File: config.mk
export PLATFORM = sky130hd
export DESIGN_NAME = pcie_capability_param_regs
export DESIGN_NICKNAME = d
export VERILOG_FILES = /design/src/pcie_capability_param_regs.v /design/src/pcie_cap_fields.v
export VERILOG_INCLUDE_DIRS = /design/src
export SDC_FILE = /design/constraint.sdc
export NUM_CORES = 1
export LEC_CHECK = 0
export ABC_AREA = 1
export BUFFER_PORTS_ARGS = -buffer_cell sky130_fd_sc_hd__buf_2
export CAP_MARGIN = 30
export CELL_PAD_IN_SITES_DETAIL_PLACEMENT = 2
export CELL_PAD_IN_SITES_GLOBAL_PLACEMENT = 2
export CORE_ASPECT_RATIO = 0.75
export CORE_MARGIN = 8
export CORE_UTILIZATION = 31
export DETAILED_ROUTE_END_ITERATION = 8
export GPL_TIMING_DRIVEN = 0
export PLACE_DENSITY_LB_ADDON = 0.15
export REMOVE_ABC_BUFFERS = 1
export SLEW_MARGIN = 20
export SYNTH_ARGS = -nofsm -noshare
export SYNTH_HDL_FRONTEND = slang
export SYNTH_SLANG_ARGS = --single-unit
File: constraint.sdc
create_clock -name clock_in -period 2.04 [get_ports clock_in]
set_input_delay 0.408 -clock clock_in [delete_from_list [all_inputs] [get_ports clock_in]]
set_output_delay 0.408 -clock clock_in [all_outputs]
set_load 0.1 [all_outputs]
File: src/pcie_cap_param_regs.vh
// Register offsets, field positions and fixed codes of the capability parameter bank.
// Assumes a 12-bit byte address into configuration space, one aligned 32-bit word per register.
`ifndef PCIE_CAP_PARAM_REGS_VH
`define PCIE_CAP_PARAM_REGS_VH

// Address width and word layout.
`define CFG_ADDR_W 12
`define CFG_WORD_LSB 2
`define CFG_ZERO_WORD 32'h0000_0000

// Word offsets (byte addresses).
`define OFF_MSI_CTRL 12'h050
`define OFF_MSI_ADDR_LO 12'h054
`define OFF_MSI_ADDR_HI 12'h058
`define OFF_MSI_DATA 12'h05c
`define OFF_MSIX_CTRL 12'h068
`define OFF_MSIX_TABLE 12'h06c
`define OFF_MSIX_PBA 12'h070
`define OFF_LINK_CAP 12'h090
`define OFF_LINK_CTRL 12'h094
`define OFF_AER_FIRST 12'h800
`define OFF_AER_CAPCTRL 12'h818
`define OFF_AER_LAST 12'h834

// Capability identifiers and next-capability pointers.
`define MSI_CAP_ID 8'h05
`define MSIX_CAP_ID 8'h11
`define AER_EXT_ID 16'h0001
`define AER_EXT_VER 4'h2
`define NEXT_AFTER_MSI 8'h68
`define NEXT_AFTER_MSIX 8'h80

// Message control fields inside the word at 0x050.
`define MSI_EN_BIT 16
`define MSI_MMC_LSB 17
`define MSI_MME_LSB 20
`define MSI_64B_BIT 23
`define MSI_FIELD_W 3
`define MSI_ADDR_ALIGN_MASK 32'hffff_fffc

// MSI-X control fields inside the word at 0x068, and BAR indicator codes of the location words.
`define MSIX_TSIZE_LSB 16
`define MSIX_TSIZE_W 11
`define MSIX_MASK_BIT 30
`define MSIX_EN_BIT 31
`define BIR_W 3
`define BIR_MAX 3'h5
`define BIR_FALLBACK 3'h0

// Link capability and link status fields.
`define LINK_PORT_LSB 24
`define LINK_PORT_W 8
`define LINK_SLOT_CLK_BIT 28

// AER capabilities and control bits.
`define AER_ECRC_GEN_CAP_BIT 5
`define AER_ECRC_GEN_EN_BIT 6
`define AER_ECRC_CHK_CAP_BIT 7
`define AER_ECRC_CHK_EN_BIT 8

// Common capability header fields and MSI data width.
`define CAP_ID_LSB 0
`define CAP_NEXT_LSB 8
`define CAP_BYTE_W 8
`define EXT_ID_LSB 0
`define EXT_ID_W 16
`define EXT_VER_LSB 16
`define EXT_VER_W 4
`define MSI_DATA_W 16
`define MSI_DATA_RST 16'h0000

`endif

File: src/pcie_capability_param_regs.v
// Configuration-space bank of parameter-driven capability fields, reached over APB.
// Assumes an APB master on clock_in; every input is from the same clock domain.
`timescale 1ns/1ns
`include "pcie_cap_param_regs.vh"

// Behaviour
// - AER structure present only when option on.
// - ECRC check capable bit follows option.
// - ECRC generation capable bit follows option.
// - ECRC options ignored while AER is off.
// - Link port number field from parameter.
// - Slot clock bit reports common reference clock.
// - MSI multiple message capable from message count.
// - MSI-X structure present only when option on.
// - MSI-X table size field is entries minus one.
// - Table location word carries BAR indicator low.
// - Table BAR indicator legal zero through five.
// - PBA location word carries BAR indicator low.
// - PBA BAR indicator legal zero through five.
module pcie_capability_param_regs #(
  parameter AER_ON = 0,
  parameter ECRC_CHECK_ON = 0,
  parameter ECRC_GEN_ON = 0,
  parameter [7:0] PORT_NUM = 8'h01,
  parameter SLOT_CLK_ON = 0,
  parameter MSI_MSGS = 1,
  parameter MSI_64BIT = 1,
  parameter MSIX_ON = 0,
  parameter [10:0] MSIX_TABLE_SIZE = 11'h000,
  parameter [31:0] MSIX_TABLE_OFFSET = 32'h0000_0000,
  parameter [2:0] MSIX_TABLE_BIR = 3'h0,
  parameter [31:0] MSIX_MSIX_PBA_LOCATION = 32'h0000_0000,
  parameter [2:0] MSIX_PBA_BIR = 3'h0
) (
  // Clock and reset.
  input wire clock_in,
  input wire arst_n_in,
  // APB slave.
  input wire psel_in,
  input wire penable_in,
  input wire pwrite_in,
  input wire [11:0] paddr_in,
  input wire [31:0] pwdata_in,
  input wire [3:0] pstrb_in,
  output wire [31:0] prdata_out,
  output wire pready_out,
  output wire pslverr_out,
  // Capability presence towards the application.
  output wire aer_present_out,
  output wire msix_present_out,
  // Software controls towards the application.
  output wire msi_enable_out,
  output wire [2:0] msi_mme_out,
  output wire [63:0] msi_addr_out,
  output wire [15:0] msi_data_out,
  output wire msix_enable_out,
  output wire msix_mask_out,
  output wire ecrc_check_en_out,
  output wire ecrc_gen_en_out
);

  // Fixed fields from the build options.
  wire aer_present;
  wire msix_present;
  wire ecrc_chk_cap;
  wire ecrc_gen_cap;
  wire [7:0] port_num;
  wire slot_clk;
  wire [2:0] msi_mmc;
  wire [10:0] msix_tsize;
  wire [31:0] msix_table_word;
  wire [31:0] msix_pba_word;

  // Software-writable state.
  reg msi_en_r;
  reg [2:0] msi_mme_r;
  reg [31:0] msi_addr_lo_r;
  reg [31:0] msi_addr_hi_r;
  reg [15:0] msi_data_r;
  reg msix_en_r;
  reg msix_mask_r;
  reg ecrc_chk_en_r;
  reg ecrc_gen_en_r;

  // Bus answer registers and decode.
  reg [31:0] prdata_r;
  reg [31:0] prdata_nxt;
  reg pslverr_r;
  reg hit_nxt;
  wire setup_phase;
  wire write_taken;
  wire [31:0] msi_ctrl_wr;
  wire [31:0] msix_ctrl_wr;
  wire [31:0] aer_ctrl_wr;
  wire [2:0] mme_req;

  pcie_cap_fields #(
    .AER_ON(AER_ON),
    .ECRC_CHECK_ON(ECRC_CHECK_ON),
    .ECRC_GEN_ON(ECRC_GEN_ON),
    .PORT_NUM(PORT_NUM),
    .SLOT_CLK_ON(SLOT_CLK_ON),
    .MSI_MSGS(MSI_MSGS),
    .MSIX_ON(MSIX_ON),
    .MSIX_TABLE_SIZE(MSIX_TABLE_SIZE),
    .MSIX_TABLE_OFFSET(MSIX_TABLE_OFFSET),
    .MSIX_TABLE_BIR(MSIX_TABLE_BIR),
    .MSIX_MSIX_PBA_LOCATION(MSIX_MSIX_PBA_LOCATION),
    .MSIX_PBA_BIR(MSIX_PBA_BIR)
  ) u_fields (
    .aer_present_out(aer_present),
    .msix_present_out(msix_present),
    .ecrc_chk_cap_out(ecrc_chk_cap),
    .ecrc_gen_cap_out(ecrc_gen_cap),
    .port_num_out(port_num),
    .slot_clk_out(slot_clk),
    .msi_mmc_out(msi_mmc),
    .msix_tsize_out(msix_tsize),
    .msix_table_word_out(msix_table_word),
    .msix_pba_word_out(msix_pba_word)
  );

  // Merges write data into an old word, lane by lane, as the byte strobes allow.
  function [31:0] strobe_merge;
    input [31:0] old_word;
    input [31:0] new_word;
    input [3:0] strb;
    integer i;
    begin
      strobe_merge = old_word;
      for (i = 0; i < 4; i = i + 1) begin
        if (strb[i]) begin
          strobe_merge[i*8 +: 8] = new_word[i*8 +: 8];
        end
      end
    end
  endfunction

  // True when the bus address selects the given word, ignoring the byte lane bits.
  function addr_is;
    input [11:0] addr;
    input [11:0] offset;
    begin
      addr_is = (addr[`CFG_ADDR_W-1:`CFG_WORD_LSB] == offset[`CFG_ADDR_W-1:`CFG_WORD_LSB]);
    end
  endfunction

  // Every answer is ready in the first access cycle, so no wait state is ever inserted.
  assign setup_phase = psel_in && !penable_in;
  assign write_taken = psel_in && penable_in && pwrite_in;
  assign pready_out = 1'b1;
  assign prdata_out = prdata_r;
  assign pslverr_out = pslverr_r;

  // Candidate words for the writable control words, read back as they stand now.
  assign msi_ctrl_wr = strobe_merge(prdata_r, pwdata_in, pstrb_in);
  assign msix_ctrl_wr = msi_ctrl_wr;
  assign aer_ctrl_wr = msi_ctrl_wr;

  // Software may not enable more vectors than the function can raise; larger asks are cut.
  assign mme_req = (msi_ctrl_wr[`MSI_MME_LSB +: `MSI_FIELD_W] > msi_mmc) ?
                   msi_mmc : msi_ctrl_wr[`MSI_MME_LSB +: `MSI_FIELD_W];

  // Read decode: builds the word for the addressed register during the setup cycle.
  always @* begin
    prdata_nxt = `CFG_ZERO_WORD;
    hit_nxt = 1'b1;
    if (addr_is(paddr_in, `OFF_MSI_CTRL)) begin
      prdata_nxt[`CAP_ID_LSB +: `CAP_BYTE_W] = `MSI_CAP_ID;
      prdata_nxt[`CAP_NEXT_LSB +: `CAP_BYTE_W] = msix_present ? `NEXT_AFTER_MSI :
                                                                 `NEXT_AFTER_MSIX;
      prdata_nxt[`MSI_EN_BIT] = msi_en_r;
      prdata_nxt[`MSI_MMC_LSB +: `MSI_FIELD_W] = msi_mmc;
      prdata_nxt[`MSI_MME_LSB +: `MSI_FIELD_W] = msi_mme_r;
      prdata_nxt[`MSI_64B_BIT] = (MSI_64BIT != 0);
    end else if (addr_is(paddr_in, `OFF_MSI_ADDR_LO)) begin
      prdata_nxt = msi_addr_lo_r;
    end else if (addr_is(paddr_in, `OFF_MSI_ADDR_HI)) begin
      prdata_nxt = (MSI_64BIT != 0) ? msi_addr_hi_r : `CFG_ZERO_WORD;
    end else if (addr_is(paddr_in, `OFF_MSI_DATA)) begin
      prdata_nxt[`MSI_DATA_W-1:0] = msi_data_r;
    end else if (addr_is(paddr_in, `OFF_MSIX_CTRL) && msix_present) begin
      prdata_nxt[`CAP_ID_LSB +: `CAP_BYTE_W] = `MSIX_CAP_ID;
      prdata_nxt[`CAP_NEXT_LSB +: `CAP_BYTE_W] = `NEXT_AFTER_MSIX;
      prdata_nxt[`MSIX_TSIZE_LSB +: `MSIX_TSIZE_W] = msix_tsize;
      prdata_nxt[`MSIX_MASK_BIT] = msix_mask_r;
      prdata_nxt[`MSIX_EN_BIT] = msix_en_r;
    end else if (addr_is(paddr_in, `OFF_MSIX_TABLE) && msix_present) begin
      prdata_nxt = msix_table_word;
    end else if (addr_is(paddr_in, `OFF_MSIX_PBA) && msix_present) begin
      prdata_nxt = msix_pba_word;
    end else if (addr_is(paddr_in, `OFF_LINK_CAP)) begin
      prdata_nxt[`LINK_PORT_LSB +: `LINK_PORT_W] = port_num;
    end else if (addr_is(paddr_in, `OFF_LINK_CTRL)) begin
      prdata_nxt[`LINK_SLOT_CLK_BIT] = slot_clk;
    end else if (aer_present && (paddr_in >= `OFF_AER_FIRST) &&
                 (paddr_in <= `OFF_AER_LAST)) begin
      if (addr_is(paddr_in, `OFF_AER_FIRST)) begin
        prdata_nxt[`EXT_ID_LSB +: `EXT_ID_W] = `AER_EXT_ID;
        prdata_nxt[`EXT_VER_LSB +: `EXT_VER_W] = `AER_EXT_VER;
      end else if (addr_is(paddr_in, `OFF_AER_CAPCTRL)) begin
        prdata_nxt[`AER_ECRC_GEN_CAP_BIT] = ecrc_gen_cap;
        prdata_nxt[`AER_ECRC_GEN_EN_BIT] = ecrc_gen_en_r;
        prdata_nxt[`AER_ECRC_CHK_CAP_BIT] = ecrc_chk_cap;
        prdata_nxt[`AER_ECRC_CHK_EN_BIT] = ecrc_chk_en_r;
      end
    end else begin
      // Absent structures and holes, except holes inside a present AER range, answer zero with an error flag.
      hit_nxt = 1'b0;
    end
  end

  // Read data and error flag are caught at the setup cycle and held through the access.
  always @(posedge clock_in or negedge arst_n_in) begin
    if (!arst_n_in) begin
      prdata_r <= `CFG_ZERO_WORD;
      pslverr_r <= 1'b0;
    end else if (setup_phase) begin
      prdata_r <= prdata_nxt;
      pslverr_r <= !hit_nxt;
    end
  end

  // MSI control state; only enable and enabled-count bits take a write.
  always @(posedge clock_in or negedge arst_n_in) begin
    if (!arst_n_in) begin
      msi_en_r <= 1'b0;
      msi_mme_r <= 3'h0;
    end else if (write_taken && !pslverr_r && addr_is(paddr_in, `OFF_MSI_CTRL)) begin
      msi_en_r <= msi_ctrl_wr[`MSI_EN_BIT];
      msi_mme_r <= mme_req;
    end
  end

  // MSI address and data; the two low address bits stay zero for dword alignment.
  always @(posedge clock_in or negedge arst_n_in) begin
    if (!arst_n_in) begin
      msi_addr_lo_r <= `CFG_ZERO_WORD;
      msi_addr_hi_r <= `CFG_ZERO_WORD;
      msi_data_r <= `MSI_DATA_RST;
    end else if (write_taken && !pslverr_r) begin
      if (addr_is(paddr_in, `OFF_MSI_ADDR_LO)) begin
        msi_addr_lo_r <= strobe_merge(msi_addr_lo_r, pwdata_in, pstrb_in) &
                         `MSI_ADDR_ALIGN_MASK;
      end
      if (addr_is(paddr_in, `OFF_MSI_ADDR_HI) && (MSI_64BIT != 0)) begin
        msi_addr_hi_r <= strobe_merge(msi_addr_hi_r, pwdata_in, pstrb_in);
      end
      if (addr_is(paddr_in, `OFF_MSI_DATA)) begin
        msi_data_r <= msi_ctrl_wr[`MSI_DATA_W-1:0];
      end
    end
  end

  // MSI-X enable and function mask; table size and locations cannot be written.
  always @(posedge clock_in or negedge arst_n_in) begin
    if (!arst_n_in) begin
      msix_en_r <= 1'b0;
      msix_mask_r <= 1'b0;
    end else if (write_taken && !pslverr_r && msix_present &&
                 addr_is(paddr_in, `OFF_MSIX_CTRL)) begin
      msix_en_r <= msix_ctrl_wr[`MSIX_EN_BIT];
      msix_mask_r <= msix_ctrl_wr[`MSIX_MASK_BIT];
    end
  end

  // ECRC enables stick only where the matching capability is advertised.
  always @(posedge clock_in or negedge arst_n_in) begin
    if (!arst_n_in) begin
      ecrc_chk_en_r <= 1'b0;
      ecrc_gen_en_r <= 1'b0;
    end else if (write_taken && !pslverr_r && aer_present &&
                 addr_is(paddr_in, `OFF_AER_CAPCTRL)) begin
      ecrc_chk_en_r <= aer_ctrl_wr[`AER_ECRC_CHK_EN_BIT] && ecrc_chk_cap;
      ecrc_gen_en_r <= aer_ctrl_wr[`AER_ECRC_GEN_EN_BIT] && ecrc_gen_cap;
    end
  end

  // Application-facing copies of the control state.
  assign aer_present_out = aer_present;
  assign msix_present_out = msix_present;
  assign msi_enable_out = msi_en_r;
  assign msi_mme_out = msi_mme_r;
  assign msi_addr_out = {msi_addr_hi_r, msi_addr_lo_r};
  assign msi_data_out = msi_data_r;
  assign msix_enable_out = msix_en_r;
  assign msix_mask_out = msix_mask_r;
  assign ecrc_check_en_out = ecrc_chk_en_r;
  assign ecrc_gen_en_out = ecrc_gen_en_r;

endmodule // pcie_capability_param_regs

File: src/pcie_cap_fields.v
// Build-time derivation of the read-only capability fields from the option parameters.
// Assumes constant parameters; every output is a constant once the design is elaborated.
`timescale 1ns/1ns
`include "pcie_cap_param_regs.vh"

module pcie_cap_fields #(
  parameter AER_ON = 0,
  parameter ECRC_CHECK_ON = 0,
  parameter ECRC_GEN_ON = 0,
  parameter [7:0] PORT_NUM = 8'h01,
  parameter SLOT_CLK_ON = 0,
  parameter MSI_MSGS = 1,
  parameter MSIX_ON = 0,
  parameter [10:0] MSIX_TABLE_SIZE = 11'h000,
  parameter [31:0] MSIX_TABLE_OFFSET = 32'h0000_0000,
  parameter [2:0] MSIX_TABLE_BIR = 3'h0,
  parameter [31:0] MSIX_MSIX_PBA_LOCATION = 32'h0000_0000,
  parameter [2:0] MSIX_PBA_BIR = 3'h0
) (
  // Presence of optional structures.
  output wire aer_present_out,
  output wire msix_present_out,
  // Error reporting capability bits.
  output wire ecrc_chk_cap_out,
  output wire ecrc_gen_cap_out,
  // Link fields.
  output wire [7:0] port_num_out,
  output wire slot_clk_out,
  // Message fields.
  output wire [2:0] msi_mmc_out,
  output wire [10:0] msix_tsize_out,
  output wire [31:0] msix_table_word_out,
  output wire [31:0] msix_pba_word_out
);

  // Encodes a message count as its power of two; an illegal count falls back to one message.
  function [2:0] msg_count_code;
    input integer count;
    begin
      case (count)
        1: msg_count_code = 3'h0;
        2: msg_count_code = 3'h1;
        4: msg_count_code = 3'h2;
        8: msg_count_code = 3'h3;
        16: msg_count_code = 3'h4;
        default: msg_count_code = 3'h0;
      endcase
    end
  endfunction

  // Only six BARs exist, so an indicator above five is forced back to the first BAR.
  function [2:0] legal_bir;
    input [2:0] bir;
    begin
      legal_bir = (bir > `BIR_MAX) ? `BIR_FALLBACK : bir;
    end
  endfunction

  // Low three bits carry the indicator, leaving the offset qword aligned.
  function [31:0] location_word;
    input [31:0] offset;
    input [2:0] bir;
    begin
      location_word = {offset[31:`BIR_W], legal_bir(bir)};
    end
  endfunction

  // Optional structures.
  assign aer_present_out = (AER_ON != 0);
  assign msix_present_out = (MSIX_ON != 0);

  // ECRC capability is only advertised when the AER structure exists.
  assign ecrc_chk_cap_out = (ECRC_CHECK_ON != 0) && (AER_ON != 0);
  assign ecrc_gen_cap_out = (ECRC_GEN_ON != 0) && (AER_ON != 0);

  // Link fields.
  assign port_num_out = PORT_NUM;
  assign slot_clk_out = (SLOT_CLK_ON != 0);

  // Message fields.
  assign msi_mmc_out = msg_count_code(MSI_MSGS);
  assign msix_tsize_out = MSIX_TABLE_SIZE;
  assign msix_table_word_out = location_word(MSIX_TABLE_OFFSET, MSIX_TABLE_BIR);
  assign msix_pba_word_out = location_word(MSIX_MSIX_PBA_LOCATION, MSIX_PBA_BIR);

endmodule // pcie_cap_fields

* Word level (Yosys, flattened, before mapping)
Index checks and enable logic that the tools add are counted.
** Operators by class
- $lt $le $gt $ge :: 1
- Eq/ne operators :: 6
- Muxes and demuxes :: 17
- Reductions and logical operators :: 17
** Operator list (number)
- $mux 32 :: 2
- $eq 10x5->1 const B :: 4
- $mux 24 :: 1
- $mux 8 :: 3
- $reduce_and 3->1 :: 8
- $eq 10x6->1 const B :: 2
- $mux 16 :: 1
- $mux 9 :: 1
- $mux 1 :: 7
- $mux 7 :: 1
- $logic_and 1x1->1 :: 5
- $gt 3x1->1 const B :: 1
- $logic_not 1->1 :: 3
- $mux 3 :: 1
- $reduce_and 2->1 :: 1
** Storage, ports and cells
- Bits in registers :: 115
- Input bits :: 53
- Logic and storage cells :: 54

* Longest topological paths before layout
Gate-level depths: netlist (run 1).
- Depth after elaboration :: 8
- Mapped depth :: 10
- Gate-level depth less buffers :: 9

* By module
From an unflattened synthesis (run 1), not the netlist that was laid out.
** Unflattened totals
- Cell total of the unflattened synthesis :: 994
- Area, all modules :: 7362.1 µm²
** By module, submodules not included
- pcie_capability_param_regs :: instances 1, cells an instance 901, area each 6671.4 µm²
- pcie_cap_fields :: instances 1, cells an instance 93, area each 690.7 µm²

* Worst setup path after synthesis (run 1)
Ideal clock, no wire load.
- Path kind :: flip-flop to flip-flop
- Start point :: reg pslverr_r (netlist: pslverr_out)
- End point :: reg msi_addr_hi_r[21]
- Setup time :: 129 ps
- Arrival time :: 1721 ps
- Data required time :: 1911 ps
- Path slack :: 190 ps
- Cell stages (with the launch flop) :: 8
- Clock period less this slack :: 1850 ps
- Path through :: dfrtp_1 > nor2_4 > inv_1 > nor2_1 > nand3_2 > buf_6 > nand2_1 > o21ai_0
** On the way
- Cells in the longest elaborated chain, start to end :: 3
** Ends and longest elaborated chain
- start: declaration :: RTL line pcie_capability_param_regs.v:88 : reg pslverr_r;
- start signal: assignment :: RTL line pcie_capability_param_regs.v:220 : pslverr_r <= !hit_nxt;
- $logic_not 1->1
- $logic_and 1x1->1
- $reduce_and 3->1 (no line)
- end signal: assignment :: RTL line pcie_capability_param_regs.v:239 : msi_addr_hi_r <= `CFG_ZERO_WORD;
- end signal: assignment :: RTL line pcie_capability_param_regs.v:247 : msi_addr_hi_r <= strobe_merge(msi_addr_hi_r, pwdata_in, pstrb_in);
- end: declaration :: RTL line pcie_capability_param_regs.v:78 : reg [31:0] msi_addr_hi_r;
No other way between the ends.
A chain may end at the register's enable or synchronous reset.

* Worst setup path after layout (run 1)
- Start point :: in paddr_in[11]
- End point :: reg msi_addr_lo_r[14]
** On the way
- Cells in the longest elaborated chain, start to end :: 2
** Ends and longest elaborated chain
- start: declaration :: RTL line pcie_capability_param_regs.v:42 : input wire [11:0] paddr_in,
- $eq 10x5->1 :: RTL line pcie_capability_param_regs.v:144 : addr_is = (addr[`CFG_ADDR_W-1:`CFG_WORD_LSB] == offset[`CFG_ADDR_W-1:`CFG_WORD_LSB]);
- $reduce_and 3->1 (no line)
- end signal: assignment :: RTL line pcie_capability_param_regs.v:238 : msi_addr_lo_r <= `CFG_ZERO_WORD;
- end signal: assignment :: RTL line pcie_capability_param_regs.v:243 : msi_addr_lo_r <= strobe_merge(msi_addr_lo_r, pwdata_in, pstrb_in) &
- end: declaration :: RTL line pcie_capability_param_regs.v:77 : reg [31:0] msi_addr_lo_r;
No other way between the ends.

==> impl_metrics.toml, run 1 <==
[global_routing]
grt_overflow = 0
grt_start_max_net_pins = 73
grt.total_usage = 0.199
grt_pass1_wl_um = 35900
grt_pass1_vias = 6161
antenna_found_initial = 2

[hold_path]
min_to = "msi_addr_lo_r[30]"
min-delay-start = "pwdata_in[30]"
min_path_cells = 3
min_path_type = "in -> reg"

[synthesis]
syn_area_um2 = 5720
synth-async-reset-ratio = 1.00
synth_most_common_cell = "nand2_1"
synth_edf_count = 0
synth_common_cells = "nand2_1, dfrtp_1, nand3_1"
muxShareOfSynthArea = 0
synth_seq_cells = 115
syn_area_per_cell_um2 = 8.15
synth_top_area_cell = "dfrtp_1"
synth_area_leaders = "dfrtp_1, nand2_1, nand3_1"
ys_warn_count = 0
synth_cell_types = 23
synth_top_area_share = 0.503
synthAdderAreaFrac = 0
synth_ff_type = "dfrtp_1"
yosysSeqAreaShare = 0.503
yosys.area_share.simple = 0.289
synth_xor_area_frac = 0
synthCells = 702
synth-compound-area-share = 0.108
synth_top_family_by_area = "simple AND/OR/NAND/NOR gates"

[timing]
worst_pin_slew_ns = 0.777
setup_viol = 0
fmax_mhz = 519
hold_viol = 0
rsz0062_at_grt = "false"
clock_skew_ns = 0.0125
fin_crit_sh = 0.944
drv_slew = 0
slew_headroom = 0.482
period_needed_ns = 1.93

[setup_path]
crit_start = "paddr_in[11]"
cp_max_fo = 29
rr_worst_depth = 5
reg2reg_to = "msi_addr_hi_r[31]"
cp-end-kind = "flop"
arrival_ns = 2.23
r2r-start = "pslverr_out"
cp-start-kind = "primary input"
r2r_slack_ns = 0.23
worstPathRequired_ns = 2.34
critical_path_class = "in -> reg"

[clock_tree]
h-tree-depth = 4
worstSkewPairLatency_ns = 0.43
cts_root_buffer = "clkbuf_16"
cts_tree = "built"
cts_buffers = 17
cts.sinks = 115
path_clk_slew_ns = 0.06
cts_buffer_depth = 2

[die]
initial_core_util = 0.313
dieWidth_um = 173
core_um2 = 18300
io_pins = 177
dieHeight_um = 134
die_area_um2 = 23100
rows = 43

[finish]
layout.cells.non_filler = 1120
num_antenna_cells = 0
layout.nets = 914
postLayoutCoreUtil = 0.400
drive_above_1_share = 0.307
syn2layout_area_growth_pct = 27.9

[placement]
dpl.hpwl_um = 15400
globalplace.congestion = 0.744
port_buffers = 165
dp_cells = 1082

[power_and_ir_drop]
p_leak_nw = 4.15
power.density_nw_per_um2 = 781
ir_drop_v = 0.000495

[detailed_routing]
first_pass_iters = 4
vias_per_cell = 4.89
drc = 0
drtIter0Drc = 284
wl_per_cell_um = 20.3
drt_wl_total_um = 22700
antenna_left = 0
vias = 5479

[flow_run]
drv_cap = 0

[run_status]
status = "finished clean"
-- power breakdown --
part	switching, W	internal, W
logic	0.000416	0.0000979
registers	0.0000130	0.00230
clock network	0.00110	0.00178
total	0.00153	0.00418
-- cell usage in the layout, fill, tap and decap left out, types with 2 or more instances in the layout --
cell type | synthesis | routed
clkinvlp_4 | 0 | 4
nand2_1 | 223 | 222
nand3_1 | 83 | 83
o21ai_0 | 48 | 48
buf_2 | 8 | 164
o21ai_1 | 12 | 12
dfrtp_1 | 115 | 115
nand2_4 | 0 | 2
clkbuf_8 | 0 | 4
buf_16 | 0 | 2
buf_4 | 15 | 6
nand3_2 | 6 | 6
nand3_4 | 2 | 2
inv_4 | 0 | 2
nor2_1 | 51 | 50
conb_1 | 2 | 9
nor2_2 | 2 | 3
o21ai_2 | 36 | 36
nor2_4 | 4 | 6
clkinv_2 | 0 | 4
inv_1 | 63 | 62
clkbuf_16 | 0 | 17
nand2_2 | 7 | 5
-- layout make-up --
cell class,count,area (um2)
Fill cell,2148,11000
Sequential cell,115,2880
Multi-Input combinational cell,488,2360
Timing Repair Buffer,175,962
Clock buffer,22,484
Tap cell,247,309
Inverter,64,245
Clock inverter,9,80.1
-- cells by family after synthesis --
kind of cell / Yosys count
simple gates: 380
flops: 115
buf+inv: 108
compound gates: 97
other cells: 2
-- worst max path at each step --
stage / endpoint / slack, ns
final: msi_addr_lo_r[14] / 0.11
after global routing: msi_addr_lo_r[10] / 0.0001
after CTS: msi_addr_lo_r[31] / 0.008
after detailed placement: msi_addr_lo_r[3] / -1.38
after global placement: prdata_out[23] / -1.82
after floorplan: msi_addr_lo_r[2] / -0.39
-- metal layers --
metal / part of all wire / global-route usage / up-vias
met5: 0.00097 / 0 / -
met2: 0.48 / 0.330 / 136
met3: 0.054 / 0.0489 / 22
li1: - / - / 2528
met1: 0.45 / 0.253 / 2789
met4: 0.011 / 0.0564 / 4
-- sequential cells by signal, indices dropped and copies added (netlist names) --
register / cells
pslverr_out: 1
msi_addr_lo_r: 30
msi_mme_out: 3
msi_addr_hi_r: 32
prdata_out: 32
msi_enable_out: 1
msi_data_out: 16
-- worst max-delay path, stage by stage --
cell and delay (ns):
buf_2 0.12, nor2_4 0.18, nand2_2 0.11, nor2_4 0.31
nand2_8 0.23, inv_4 0.28, nand2_2 0.32, nand2_1 0.19
o21ai_2 0.06
-- metrics by stage --
step / setup TNS (ns) / hold WS (ns) / instance area (um2) / total power (W) / setup WS (ns)
finish: 0 / 0.245 / 7320 / 0.00571 / 0.114
floorplan: -11.27 / 0.112 / 5430 / 0.00264 / -0.394
global route: 0 / 0.251 / 7320 / 0.00588 / 0.000107
CTS: 0 / 0.234 / 7290 / 0.00578 / 0.00781
global placement: -254.40 / 0.464 / 6560 / 0.00282 / -1.82
detailed placement: -74.38 / 0.368 / 6670 / 0.00286 / -1.38
-- what timing repair did --
item | 4_1_cts | 5_1_grt
endpoints found under the setup margin | 76 | 35
endpoints found under the hold margin | 43 | 0
gates cloned | 2 | 0
buffers inserted | 3 | 0
hold buffers | 1 | 0
pin swaps | 2 | 0
resized for setup | 3 | 6
Note: power is estimated with default switching activity, not from simulation.
==> run 2: changes to the inputs <==
--- a/config.mk
+++ b/config.mk
@@ -18,6 +18,7 @@
 export GPL_TIMING_DRIVEN = 0
 export PLACE_DENSITY_LB_ADDON = 0.15
 export REMOVE_ABC_BUFFERS = 1
+export SKIP_LAST_GASP = 1
 export SLEW_MARGIN = 20
 export SYNTH_ARGS = -nofsm -noshare
 export SYNTH_HDL_FRONTEND = slang
==> constraint.sdc (replaced) <==
create_clock -name clock_in -period 2.38 [get_ports clock_in]
set_input_delay 0.476 -clock clock_in [delete_from_list [all_inputs] [get_ports clock_in]]
set_output_delay 0.476 -clock clock_in [all_outputs]
set_load 0.1 [all_outputs]
==> impl_metrics.toml, run 2 (synthesized netlist as in run 1, its figures left out) <==
[global_routing]
grt_overflow = 0
grt.total_usage = 0.195
grt_start_max_net_pins = 73
antenna_found_initial = 2
busiest_layer = "met2"
met3_usage = 0.0489
grtUsageMet2 = 0.331
grt_pass1_vias = 6155
met1_usage = 0.244
grt_pass1_wl_um = 35400

[detailed_routing]
drc = 0
wl_per_cell_um = 20.1
drt_wl_total_um = 22500
vias = 5497
antenna_left = 0
vias_per_cell = 4.90
drtIter0Drc = 214
first_pass_iters = 5

[setup_path]
arrival_ns = 2.45
path_cells = "buf_2 -> nor2_1 -> nand2_1 -> nor2_4 -> buf_16 -> nand3_4 -> nand2_1 -> o21ai_0"
cp-end-kind = "flop"
crit_path_max_incr_delay_ns = 0.52
cp_max_fo = 32
critical_path_class = "in -> reg"
cp-start-kind = "primary input"
cpMostUsedCell = "nand2_1"
cpMaxStageDelayCell = "nor2_4"
worstPathRequired_ns = 2.65

[power_and_ir_drop]
pwr-share-seq = 0.404
p_leak_nw = 4.14
net-switching-power_w = 0.00131
p_int_w = 0.00358
swShare = 0.268
clkPwrFrac = 0.506
power.density_nw_per_um2 = 671
ir_drop_v = 0.000432
pwr-share-comb = 0.090

[die]
dieHeight_um = 134
io_pins = 177
dieWidth_um = 173
die_area_um2 = 23100
core_um2 = 18300
initial_core_util = 0.313
rows = 43

[clock_tree]
cts_tree = "built"
cts.sinks = 115
path_clk_slew_ns = 0.06
cts_buffers = 17
cts_buffer_depth = 2
cts_root_buffer = "clkbuf_16"
worstSkewPairLatency_ns = 0.42
h-tree-depth = 4

[timing]
slew_headroom = 0.455
fmax_mhz = 460
drv_slew = 0
clock_skew_ns = 0.0103
final.setup.tns_ns = 0
worst_pin_slew_ns = 0.816
hold_viol = 0
rsz0062_at_grt = "false"
setup_viol = 0
fin_crit_sh = 0.914
period_needed_ns = 2.18

[finish]
seqCellArea_um2 = 2880
syn2layout_area_growth_pct = 27.6
multiInputGateArea_um2 = 2340
num_antenna_cells = 0
fill_cells = 2156
mostFrequentLayoutCell = "nand2_1"
layout.nets = 915
drive_above_1_share = 0.307
postLayoutCoreUtil = 0.399
mostFrequentLayoutCells = "nand2_1, buf_2, dfrtp_1"

[placement]
globalplace.congestion = 0.744
port_buffers = 165
dpl.hpwl_um = 15400

[run_status]
status = "finished clean"

[flow_run]
drv_cap = 0

[hold_path]
min_path_type = "in -> reg"
run 2: cell types whose count changed in the layout (fill, tap and decap cells not counted):
| cell | before | now |
|---|---|---|
| buf_4 | 6 | 7 |
| inv_2 | 0 | 1 |
| inv_4 | 2 | 1 |
| nand2_2 | 5 | 7 |
| nand2_4 | 2 | 1 |
| nand2_8 | 1 | 0 |
| nor2_1 | 50 | 51 |
| nor2_2 | 3 | 2 |
run 2: path summary, 6_finish.rpt:
kind | to | cells after the start | startpoint | slack, ns
setup / recovery | msi_data_out[11] | 8 | paddr_in[9] | 0.20
hold / removal | msi_addr_lo_r[30] | 3 | pwdata_in[30] | 0.32
hold reg to reg | prdata_out[19] | 2 | prdata_out[19] | 0.48
max in group asynchronous | msi_addr_hi_r[6] | 3 | arst_n_in | 1.10
min in group asynchronous | msi_addr_lo_r[30] | 2 | arst_n_in | 0.54
setup reg to reg | msi_addr_hi_r[31] | 5 | pslverr_out | 0.67
run 2: final cells by class:
| cell class | count | area share |
|---|---|---|
| clock inverter | 9 | 0.0110 |
| multi-input combinational | 488 | 0.320 |
| tap | 247 | 0.0423 |
| sequential | 115 | 0.394 |
| timing repair buffer | 176 | 0.133 |
| inverter | 64 | 0.0332 |
| clock buffer | 22 | 0.0663 |
run 2: what timing repair did:
item / 4_1_cts / 5_1_grt
setup buffers: 0 / 4
pin swaps: 1 / 2
endpoints found under the setup margin: 40 / 32
gates resized for setup: 3 / 0
endpoints found under the hold margin: 43 / 0
hold buffers: 1 / 0
gates cloned: 1 / 1
run 2: per-stage QoR:
| stage | total power (W) | setup slack, ns | hold WS [ns] | instances | cell area (um2) |
|---|---|---|---|---|---|
| 6_report | 0.00490 | 0.205 | 0.316 | 1121 | 7300 |
| 3_5_place_dp | 0.00245 | -1.10 | 0.436 | 1082 | 6670 |
| 2_1_floorplan | 0.00227 | -0.122 | 0.180 | 665 | 5430 |
| 5_1_grt | 0.00504 | 0.00944 | 0.319 | 1121 | 7300 |
| 3_3_place_gp | 0.00242 | -1.55 | 0.464 | 1077 | 6560 |
| 4_1_cts | 0.00495 | 0.0206 | 0.302 | 1115 | 7260 |
run 2: power groups by stage:
stage / Combinational [W] / Sequential [W] / Clock (W)
CTS: 0.000442 / 0.00198 / 0.00253
floorplan: 0.000164 / 0.00210 / 0
finish: 0.000440 / 0.00198 / 0.00248
detailed placement: 0.000434 / 0.00201 / 0
global route: 0.000476 / 0.00198 / 0.00259
global placement: 0.000406 / 0.00201 / 0
run 2: worst max-delay path: cells and delay by family:
kind            cells  cell delay [ns]
compound gates      1             0.14
buf+inv             2             0.33
simple gates        5             1.47
run 2: routing by layer:
layer | routed length (um) | part of all wire
met1 | 10100 | 0.45
met2 | 11100 | 0.49
met3 | 1140 | 0.051
met4 | 218 | 0.0097
met5 | 27 | 0.0012
